[src/common/pwm_pkg.sv]
// Package for the pulse-width-modulation output channel.
// Holds time base, duty scales, period limits, configuration defaults,
// and the enumerations used by the channel and its test bench.
// Assumes a single 125 MHz system clock.

package pwm_pkg;

    // ****************************************************************
    // Time base
    // ****************************************************************
    localparam int CLK_FREQ_MHZ  = 125;                          // System clock rate
    localparam int TICK_TIME_US  = 1;                            // One time-base step
    localparam int TICK_CYCLES   = TICK_TIME_US * CLK_FREQ_MHZ;  // Clocks per step
    localparam int TICK_CNT_W    = $clog2(TICK_CYCLES);          // Divider width

    // ****************************************************************
    // Duty scales
    // ****************************************************************
    localparam logic [14:0] SCALE_HUNDREDTHS   = 15'h0064;  // 100
    localparam logic [14:0] SCALE_THOUSANDTHS  = 15'h03e8;  // 1 000
    localparam logic [14:0] SCALE_TEN_THOUSAND = 15'h2710;  // 10 000
    localparam logic [14:0] SCALE_ANALOG       = 15'h6c00;  // 27 648

    // Duty scale selector
    typedef enum logic [1:0] {
        PWM_FMT_HUNDREDTHS,
        PWM_FMT_THOUSANDTHS,
        PWM_FMT_TEN_THOUSANDTHS,
        PWM_FMT_ANALOG
    } pwm_format_t;

    // Output driver class, selects the lower period limit
    typedef enum logic [1:0] {
        PWM_DRV_STANDARD,
        PWM_DRV_FAST_OFF,
        PWM_DRV_FAST_ON
    } pwm_drive_t;

    // Channel sequencer states
    typedef enum logic {
        PWM_ST_IDLE,
        PWM_ST_RUN
    } pwm_state_t;

    // ****************************************************************
    // Period and minimum-pulse limits, microseconds
    // ****************************************************************
    localparam logic [31:0] PERIOD_MIN_STD_US     = 32'h0000_2710;  // 10 000
    localparam logic [31:0] PERIOD_MIN_FAST_OFF_US = 32'h0000_0064; // 100
    localparam logic [31:0] PERIOD_MIN_FAST_ON_US = 32'h0000_000a;  // 10
    localparam logic [31:0] PERIOD_MAX_US         = 32'h0098_9680;  // 10 000 000
    localparam logic [31:0] MIN_PULSE_MAX_US      = 32'h0098_9680;  // 10 000 000

    // ****************************************************************
    // Control field codes
    // ****************************************************************
    localparam logic [3:0] LOAD_SEL_PERIOD   = 4'h1;   // Load field carries the period
    localparam logic [7:0] CFG_RECORD_NUMBER = 8'h80;  // Parameter record 128

    // ****************************************************************
    // Configuration reset values
    // ****************************************************************
    localparam logic [31:0] CFG_PERIOD_RST     = 32'h0000_2710;
    localparam logic [31:0] CFG_MIN_PULSE_RST  = 32'h0000_0000;
    localparam pwm_format_t CFG_FORMAT_RST     = PWM_FMT_HUNDREDTHS;
    localparam pwm_drive_t  CFG_DRIVE_RST      = PWM_DRV_STANDARD;
    localparam logic        CFG_STOP_CONT_RST  = 1'h0;
    localparam logic        CFG_STOP_LEVEL_RST = 1'h0;

endpackage : pwm_pkg

[src/pwm_pulse_calc.sv]
// Pulse duration calculator: duty / scale * period, in microseconds.
// Assumes operands stay steady for about fifty clocks; the result is
// refreshed continuously by a bit-serial divider.

`timescale 1ns/10ps
`default_nettype none

module pwm_pulse_calc
    import pwm_pkg::*;
(
    // Clock and reset
    input  wire logic        clk,
    input  wire logic        rst_n,
    // Operands
    input  wire logic [15:0] duty,
    input  wire logic [14:0] scale,
    input  wire logic [31:0] period_us,
    // Result
    output logic      [31:0] pulse_us
);

    localparam logic [5:0] DIV_STEPS = 6'h30;  // One step per dividend bit

    logic [47:0] dividend;       // Product being shifted out
    logic [14:0] remainder;      // Partial remainder
    logic [31:0] quotient;       // Quotient being built
    logic [5:0]  step;           // Steps left, zero means reload
    logic [47:0] next_dividend;
    logic [14:0] next_remainder;
    logic [31:0] next_quotient;
    logic [5:0]  next_step;
    logic [31:0] next_pulse_us;
    logic [15:0] duty_lim;       // Duty held to full scale
    logic [15:0] trial;          // Remainder with the next bit shifted in
    logic        qbit;           // Next quotient bit

    // ****************************************************************
    // Serial restoring divider
    // ****************************************************************
    // A serial divider costs one subtractor; fifty clocks is far below
    // one microsecond, so the result is never stale by a whole step.
    always_comb begin
        duty_lim       = (duty > {1'b0, scale}) ? {1'b0, scale} : duty;
        trial          = {remainder, dividend[47]};
        qbit           = (trial >= {1'b0, scale});
        next_dividend  = dividend;
        next_remainder = remainder;
        next_quotient  = quotient;
        next_step      = step;
        next_pulse_us  = pulse_us;
        if (step == 6'h00) begin
            // Take a fresh product of the operands
            next_dividend  = 48'(duty_lim * period_us);
            next_remainder = 15'h0000;
            next_quotient  = 32'h0000_0000;
            next_step      = DIV_STEPS;
        end else begin
            // Shift one bit, subtract when it fits
            next_remainder = qbit ? 15'(trial - {1'b0, scale}) : trial[14:0];
            next_dividend  = {dividend[46:0], 1'b0};
            next_quotient  = {quotient[30:0], qbit};
            next_step      = step - 6'h01;
            if (step == 6'h01) begin
                next_pulse_us = {quotient[30:0], qbit};
            end
        end
    end

    // Register stage
    always_ff @(posedge clk or negedge rst_n) begin
        if (!rst_n) begin
            dividend  <= 48'h0000_0000_0000;
            remainder <= 15'h0000;
            quotient  <= 32'h0000_0000;
            step      <= 6'h00;
            pulse_us  <= 32'h0000_0000;
        end else begin
            dividend  <= next_dividend;
            remainder <= next_remainder;
            quotient  <= next_quotient;
            step      <= next_step;
            pulse_us  <= next_pulse_us;
        end
    end

endmodule : pwm_pulse_calc

`default_nettype wire

[src/pwm_channel.sv]
// One pulse-width-modulation output channel.
// Assumes synchronous control inputs and a 125 MHz clock; all control,
// configuration and status bits are plain ports.

`timescale 1ns/10ps
`default_nettype none

module pwm_channel
    import pwm_pkg::*;
(
    // Clock and reset
    input  wire logic        clk,
    input  wire logic        rst_n,
    // Run control and status
    input  wire logic        run_request,
    output logic             run_request_seen,
    output logic             sequence_active,
    // Duty value
    input  wire logic [15:0] duty_value,
    // Period load fields
    input  wire logic [31:0] load_value,
    input  wire logic [3:0]  load_target_select,
    input  wire logic        load_update_mode,
    output logic             load_error,
    // Output ownership
    input  wire logic        generator_owns_output,
    input  wire logic        manual_output_level,
    // Controller stop
    input  wire logic        controller_stop,
    // Parameter record write
    input  wire logic        cfg_write,
    input  wire logic [7:0]  cfg_record,
    input  wire logic [31:0] cfg_period_us,
    input  wire logic [31:0] cfg_min_pulse_us,
    input  wire pwm_format_t cfg_format,
    input  wire pwm_drive_t  cfg_drive,
    input  wire logic        cfg_stop_continue,
    input  wire logic        cfg_stop_level,
    output logic             record_error,
    // Pulse output
    output logic             pulse_output_pin
);

    // ****************************************************************
    // Declarations
    // ****************************************************************
    logic [TICK_CNT_W-1:0] tick_cnt;          // Microsecond divider
    logic [TICK_CNT_W-1:0] next_tick_cnt;
    logic                  tick;              // One-cycle microsecond enable
    logic                  next_tick;

    logic [31:0] par_period;                  // Configured period
    logic [31:0] par_min_pulse;               // Minimum pulse and gap
    pwm_format_t par_format;                  // Duty scale
    pwm_drive_t  par_drive;                   // Driver class
    logic        par_stop_continue;           // Keep running on stop
    logic        par_stop_level;              // Substitute level on stop
    logic [31:0] next_par_period;
    logic [31:0] next_par_min_pulse;
    pwm_format_t next_par_format;
    pwm_drive_t  next_par_drive;
    logic        next_par_stop_continue;
    logic        next_par_stop_level;
    logic        next_record_error;
    logic        record_ok;                   // Record contents acceptable
    logic        record_apply;                // Record taken this cycle

    pwm_state_t  state;                       // Sequencer state
    pwm_state_t  next_state;
    logic        run_prev;                    // Run request last cycle
    logic        sel_prev;                    // Period selected last cycle
    logic [31:0] cycle_us;                    // Position within the period
    logic [31:0] period_cur;                  // Period in force
    logic [31:0] pulse_cur;                   // Pulse in force
    logic [31:0] held_period;                 // Period from record or one-time load
    logic [31:0] next_cycle_us;
    logic [31:0] next_period_cur;
    logic [31:0] next_pulse_cur;
    logic [31:0] next_held_period;
    logic        next_load_error;
    logic        next_active;
    logic        next_pin;

    logic        run_rise;                    // Run request edges
    logic        run_fall;
    logic        sel_period;                  // Load field targets period
    logic        load_ok;                     // Load value in range
    logic        perm_load;                   // Permanent load in effect
    logic        once_load;                   // One-time load request
    logic [31:0] eff_period;                  // Period for the next start
    logic [14:0] scale;                       // Divisor for the duty value
    logic [31:0] calc_pulse;                  // Raw pulse duration
    logic [31:0] clamp_pulse;                 // Pulse after limits
    logic        period_end;                  // Last microsecond of the period
    logic        gen_level;                   // Generator waveform level

    // Lower period limit for a driver class
    function automatic logic [31:0] period_floor(input pwm_drive_t drv);
        logic [31:0] floor_us;
        floor_us = PERIOD_MIN_STD_US;
        unique case (drv)
            PWM_DRV_STANDARD: floor_us = PERIOD_MIN_STD_US;
            PWM_DRV_FAST_OFF: floor_us = PERIOD_MIN_FAST_OFF_US;
            PWM_DRV_FAST_ON:  floor_us = PERIOD_MIN_FAST_ON_US;
            default:          floor_us = PERIOD_MIN_STD_US;  // Unused code
        endcase
        return floor_us;
    endfunction : period_floor

    // ****************************************************************
    // Microsecond time base
    // ****************************************************************
    always_comb begin
        next_tick     = 1'b0;
        next_tick_cnt = tick_cnt + 1'b1;
        if (tick_cnt == TICK_CNT_W'(TICK_CYCLES - 1)) begin
            next_tick_cnt = '0;
            next_tick     = 1'b1;
        end
    end

    always_ff @(posedge clk or negedge rst_n) begin
        if (!rst_n) begin
            tick_cnt <= '0;
            tick     <= 1'b0;
        end else begin
            tick_cnt <= next_tick_cnt;
            tick     <= next_tick;
        end
    end

    // ****************************************************************
    // Parameter record
    // ****************************************************************
    // A rejected record leaves every setting as it was, so a bad write
    // can never leave the channel half reconfigured.
    always_comb begin
        record_ok = (cfg_period_us >= period_floor(cfg_drive))
                  && (cfg_period_us <= PERIOD_MAX_US)
                  && (cfg_min_pulse_us <= MIN_PULSE_MAX_US);
        record_apply           = cfg_write && (cfg_record == CFG_RECORD_NUMBER)
                               && record_ok;
        next_par_period        = par_period;
        next_par_min_pulse     = par_min_pulse;
        next_par_format        = par_format;
        next_par_drive         = par_drive;
        next_par_stop_continue = par_stop_continue;
        next_par_stop_level    = par_stop_level;
        next_record_error      = record_error;
        if (cfg_write) begin
            next_record_error = !record_apply;
        end
        if (record_apply) begin
            next_par_period        = cfg_period_us;
            next_par_min_pulse     = cfg_min_pulse_us;
            next_par_format        = cfg_format;
            next_par_drive         = cfg_drive;
            next_par_stop_continue = cfg_stop_continue;
            next_par_stop_level    = cfg_stop_level;
        end
    end

    always_ff @(posedge clk or negedge rst_n) begin
        if (!rst_n) begin
            par_period        <= CFG_PERIOD_RST;
            par_min_pulse     <= CFG_MIN_PULSE_RST;
            par_format        <= CFG_FORMAT_RST;
            par_drive         <= CFG_DRIVE_RST;
            par_stop_continue <= CFG_STOP_CONT_RST;
            par_stop_level    <= CFG_STOP_LEVEL_RST;
            record_error      <= 1'b0;
        end else begin
            par_period        <= next_par_period;
            par_min_pulse     <= next_par_min_pulse;
            par_format        <= next_par_format;
            par_drive         <= next_par_drive;
            par_stop_continue <= next_par_stop_continue;
            par_stop_level    <= next_par_stop_level;
            record_error      <= next_record_error;
        end
    end

    // ****************************************************************
    // Period source and pulse duration
    // ****************************************************************
    always_comb begin
        sel_period = (load_target_select == LOAD_SEL_PERIOD);
        load_ok    = (load_value >= period_floor(par_drive))
                   && (load_value <= PERIOD_MAX_US);
        perm_load  = load_update_mode && sel_period;
        once_load  = !load_update_mode && sel_period && !sel_prev;
        eff_period = (perm_load && load_ok) ? load_value : held_period;
        unique case (par_format)
            PWM_FMT_HUNDREDTHS:      scale = SCALE_HUNDREDTHS;
            PWM_FMT_THOUSANDTHS:     scale = SCALE_THOUSANDTHS;
            PWM_FMT_TEN_THOUSANDTHS: scale = SCALE_TEN_THOUSAND;
            PWM_FMT_ANALOG:          scale = SCALE_ANALOG;
        endcase
        // Limits: too short is dropped, too close to full becomes full
        if (calc_pulse < par_min_pulse) begin
            clamp_pulse = 32'h0000_0000;
        end else if (33'(calc_pulse) + 33'(par_min_pulse) > 33'(eff_period)) begin
            clamp_pulse = eff_period;
        end else begin
            clamp_pulse = calc_pulse;
        end
    end

    // Duty times period over scale, refreshed continuously
    pwm_pulse_calc u_calc (
        .clk       (clk),
        .rst_n     (rst_n),
        .duty      (duty_value),
        .scale     (scale),
        .period_us (eff_period),
        .pulse_us  (calc_pulse)
    );

    // ****************************************************************
    // Sequencer and output
    // ****************************************************************
    // New duty and period are only sampled where a period starts, which
    // is where the output rises, so they never cut a running pulse; run_fall does.
    always_comb begin
        run_rise         = run_request && !run_prev;
        run_fall         = !run_request && run_prev;
        period_end       = tick && (cycle_us + 32'h0000_0001 >= period_cur);
        next_state       = state;
        next_cycle_us    = cycle_us;
        next_period_cur  = period_cur;
        next_pulse_cur   = pulse_cur;
        next_active      = sequence_active;
        next_held_period = held_period;
        next_load_error  = load_error;
        if (record_apply) begin
            next_held_period = next_par_period;
        end else if (once_load && load_ok) begin
            next_held_period = load_value;
        end
        if (once_load || perm_load) begin
            next_load_error = !load_ok;
        end
        unique case (state)
            PWM_ST_IDLE: begin
                if (run_rise) begin
                    next_state      = PWM_ST_RUN;
                    next_active     = 1'b1;
                    next_cycle_us   = 32'h0000_0000;
                    next_period_cur = eff_period;
                    next_pulse_cur  = clamp_pulse;
                end
            end
            PWM_ST_RUN: begin
                if (run_fall) begin
                    next_state    = PWM_ST_IDLE;
                    next_active   = 1'b0;
                    next_cycle_us = 32'h0000_0000;
                end else if (period_end) begin
                    next_cycle_us   = 32'h0000_0000;
                    next_period_cur = eff_period;
                    next_pulse_cur  = clamp_pulse;
                end else if (tick) begin
                    next_cycle_us = cycle_us + 32'h0000_0001;
                end
            end
        endcase
        // High from period start for the pulse time, low after
        gen_level = (next_state == PWM_ST_RUN)
                  && (next_cycle_us < next_pulse_cur);
        if (controller_stop && !par_stop_continue) begin
            next_pin = par_stop_level;
        end else if (generator_owns_output) begin
            next_pin = gen_level;
        end else begin
            next_pin = manual_output_level;
        end
    end

    always_ff @(posedge clk or negedge rst_n) begin
        if (!rst_n) begin
            state            <= PWM_ST_IDLE;
            run_prev         <= 1'b0;
            sel_prev         <= 1'b0;
            cycle_us         <= 32'h0000_0000;
            period_cur       <= CFG_PERIOD_RST;
            pulse_cur        <= 32'h0000_0000;
            held_period      <= CFG_PERIOD_RST;
            load_error       <= 1'b0;
            sequence_active  <= 1'b0;
            run_request_seen <= 1'b0;
            pulse_output_pin <= 1'b0;
        end else begin
            state            <= next_state;
            run_prev         <= run_request;
            sel_prev         <= sel_period;
            cycle_us         <= next_cycle_us;
            period_cur       <= next_period_cur;
            pulse_cur        <= next_pulse_cur;
            held_period      <= next_held_period;
            load_error       <= next_load_error;
            sequence_active  <= next_active;
            run_request_seen <= run_request;
            pulse_output_pin <= next_pin;
        end
    end

endmodule : pwm_channel

`default_nettype wire

[config.mk]
export PLATFORM = sky130hd
export DESIGN_NAME = pwm_channel
export DESIGN_NICKNAME = d
export VERILOG_FILES = /design/src/common/pwm_pkg.sv /design/src/pwm_pulse_calc.sv /design/src/pwm_channel.sv
export SDC_FILE = /design/constraint.sdc
export NUM_CORES = 2
export LEC_CHECK = 0
export ABC_AREA = 1
export CAP_MARGIN = 20
export CORE_MARGIN = 1
export CORE_UTILIZATION = 50
export CTS_CLUSTER_DIAMETER = 150
export DETAILED_ROUTE_END_ITERATION = 10
export DONT_BUFFER_PORTS = 1
export GPL_TIMING_DRIVEN = 1
export PLACE_DENSITY = 0.62
export SLEW_MARGIN = 20
export SYNTH_ARGS = -nofsm -noshare
export SYNTH_HDL_FRONTEND = slang
export SYNTH_HIERARCHICAL = 1
export SYNTH_SLANG_ARGS = --single-unit
[constraint.sdc]
create_clock -name clk -period 10.48 [get_ports clk]
set_input_delay 0.524 -clock clk [delete_from_list [all_inputs] [get_ports clk]]
set_output_delay 0.524 -clock clk [all_outputs]
set_load 0.02 [all_outputs]
==> summary.md <==
| Metric | Value |
|---|---|
| Status | completed |
| Horiz. Die Dim | ~280 um |
| Placed cells | 6021 |
| CP required | around 11 ns |
| Drt wl/cell | 20.3 um |
| CTS tree | built |
| Most used cell, CP | inv_1 |
| Yosys warning total | 6 |
| Cell variety after synth | 67 |
| Gp weighted congestion | between 0.9 and 1 |
| Remaining Overflow, GRT | 0 |
| #FFs+latches synth | 313 |
| # fillers | 7455 |
| Setup slack, reg-to-reg | around 0.97 ns |
| Top cell type's share of synthesized area | 0.219 |
| Upper clock frequency limit | ~110 MHz |
| Largest net degree at the start of global routing | roughly 310 |
| Initial Utilization | 0.505 |
| Reg area | 7850 um^2 |
| Peak supply drop | roughly 0.00012 V |
| EDFF count, synth | 0 |
| Clock transition at path regs | roughly 0.06 ns |
| Crit end category | flip-flop |
| Most common cell after layout, fill and taps aside | inv_1 |
| H-Tree Depth | 2 |
| Worst setup path class | flip-flop to flip-flop |
| Non-Filler Instances | between 6k and 7k |
| CP arrival | around 10 ns |
| DR DRC count | 0 |
| Area of the multi-input gates | between 20000 and 30000 um^2 |
| Setup TNS | 0 ns |
| Avg Cell Area, Syn | 7.57 um^2 |
| Fin crit share | 0.907 |
| Post-DRT Antenna Nets | 0 |
| Worst R2R End | u_calc/dividend[30] |
| DIE AREA | around 78000 um^2 |
| Input/output buffers | 0 |
| Layout area overhead | 6.48% |
| Final worst slack | 0.972 ns |
| Mapped Area | 38500 um^2 |
| Ys flop type | dfrtp_1 |
| Max-slew violation count | 0 |
| Rel. slew slack | 0.295 |
| Top cells by area, synth | fa_1 (22%), dfrtp_1 (20%), ha_1 (11%), inv_1 (11%), nand2_1 (9.8%) |
| GRT Overall Usage | 0.324 |
| Hold EP | par_stop_level |
| Startpoint Class | flip-flop |
| Row cnt | about 100 |
| First-pass GRT wire length | between 150000 and 200000 um |
| Core area | roughly 76000 um^2 |
| Hold Crit Class | input pin to flip-flop |
| Sequential cell area fraction in the yosys report | 0.204 |
| Slowest stage delay, CP | approximately 0.60 ns |
| Worst-Skew Late Latency | around 0.6 ns |
| Die H | between 200 and 300 um |
| Worst Hold Launch | cfg_stop_level |
| Post-synth ARST share | 1.00 |
| Layout cells sized above 1 | 0.0444 |
| RSZ-0062 raised after global routing | false |
| Power Dens Cells | between 100 and 150 nW/um^2 |
| Clock Tree Buf Depth | 3 |
| Nets | a little under 6k |
| Initial antenna violation count | 7 |
| P_leak | roughly 21 nW |
| Leading area contributor after synthesis | fa_1 |
| Clk_skew | roughly 0.032 ns |
| IO Count | approximately 140 |
| Post-Syn Instances | ~5.1k |
| Vias in the first global route | 32.8k |
| DR pass1 iterations | 6 |
| Post-DP HPWL | about 98000 um |
| Max Cap Viol | 0 |
| CP max stage cell | fa_1 |
| Min-Delay Path Depth | 2 |
| R2R cell count | 38 |
| Vias | ~34k |
| Leading cell types in the layout, fill and taps excluded | inv_1 (1098), nand2_1 (1005), nand3_1 (449) |
| Drt total wl | about 120000 um |
| Post-CTS Resized | 0 |
| Final setup viols | 0 |
| Hold slack final | around 0.040 ns |
| Worst slack, placed | between 1 and 1.5 ns |
| Clk sinks | about 310 |
| Iter 0 DRT Violations | ~3.5k |
| Critical R2R Launch | par_drive[0] |
| Final hold vios | 0 |
| Fin crit period | between 9 and 10 ns |
| Vias/cell | between 5 and 6 |
| Root Buffer | clkbuf_16 |
| Slew @ Worst Pin | roughly 1.1 ns |
| Num CTS Buffers | 40 |
| Critical Path Fanout Max | 29 |
## routing by layer
metal	GRT usage	vias up	part of all wire
li1	-	15600	-
met1	0.486	16200	0.46
met2	0.464	1510	0.41
met3	0.0853	176	0.11
met4	0.0717	10	0.020
met5	0	-	0.00046
## critical path, delay by kind of cell, from the launching register on
family / cells / cell delay [ns]
adder cells (fa/ha/maj): 9 / 4.09
flip-flops: 1 / 0.37
AND/OR/NAND/NOR: 10 / 1.26
buffers and inverters: 13 / 2.28
AO/OA/AOI/OAI: 6 / 1.39
## stage by stage
step / power (mW) / instance area, um^2 / util
after global routing: 5.95 / 40900 / 0.538
after floorplan: 3.28 / 38600 / -
after CTS: 5.53 / 40900 / 0.537
after global placement: 3.99 / 39400 / 0.518
final: 5.53 / 40900 / 0.538
after detailed placement: 4.00 / 39400 / 0.518
## cell usage after synthesis, types with 11 or more instances
cell type  number
nand4_1        45
fa_1          420
o21ai_0       255
o22ai_1        16
o21bai_1       14
buf_4          19
xor2_1         58
inv_1        1098
o32ai_1        11
nand2_1      1005
a31oi_1        12
dfrtp_1       303
xnor2_1        31
o21ai_1        12
buf_1          18
clkbuf_1       92
nand3_1       450
nand2_2        31
nor2_1        423
ha_1          343
a21oi_1       161
nor3_1         31
buf_2          37
nor4_1         21
o311ai_0       17
nand3_2        18
## cells by family after synthesis
group / after synthesis / share of synthesized area
AO/OA/AOI/OAI: 548 / 0.0799
XOR/XNOR: 89 / 0.0203
adder cells (fa/ha/maj): 763 / 0.330
buffers and inverters: 1286 / 0.130
flip-flops: 313 / 0.204
other: 3 / 0.000293
AND/OR/NAND/NOR: 2079 / 0.236
## worst max-delay path by stage
stage / start / end
after floorplan: par_drive[0] / u_calc/dividend[22]
after global placement: par_drive[0] / u_calc/dividend[30]
after detailed placement: par_drive[0] / u_calc/dividend[30]
after CTS: par_drive[0] / u_calc/dividend[30]
after global routing: par_drive[0] / u_calc/dividend[30]
final: par_drive[0] / u_calc/dividend[30]
## sequential cells by signal, summed over array words and instances, names as in the netlist, 2 cells and up
| register | flops |
|---|---|
| tick_cnt | 7 |
| u_calc/step | 6 |
| u_calc/remainder | 15 |
| cycle_us | 32 |
| u_calc/pulse_us | 32 |
| held_period | 32 |
| u_calc/dividend | 48 |
| u_calc/quotient | 31 |
| par_format | 2 |
| pulse_cur | 32 |
| par_min_pulse | 32 |
| par_drive | 2 |
| period_cur | 32 |
## where the power goes
group,switching [mW],internal (mW)
combinational,1.67,0.864
sequential,0.169,1.37
clock,0.617,0.851
## cell type report
type,instances,area share
flip-flops and latches,313,0.192
inverters,1115,0.102
well taps,1030,0.0315
clock inverters,11,0.00416
clock buffers,60,0.0295
multi-input cells,3517,0.629
diodes,4,0.000244
repair buffers,53,0.0114
## what timing repair did
action,in CTS,in global routing
hold buffers,4,1
buffers inserted,0,0
hold endpoints to repair,315,84
setup endpoints to repair,0,0
No activity file was read; power rests on OpenSTA's default activity.
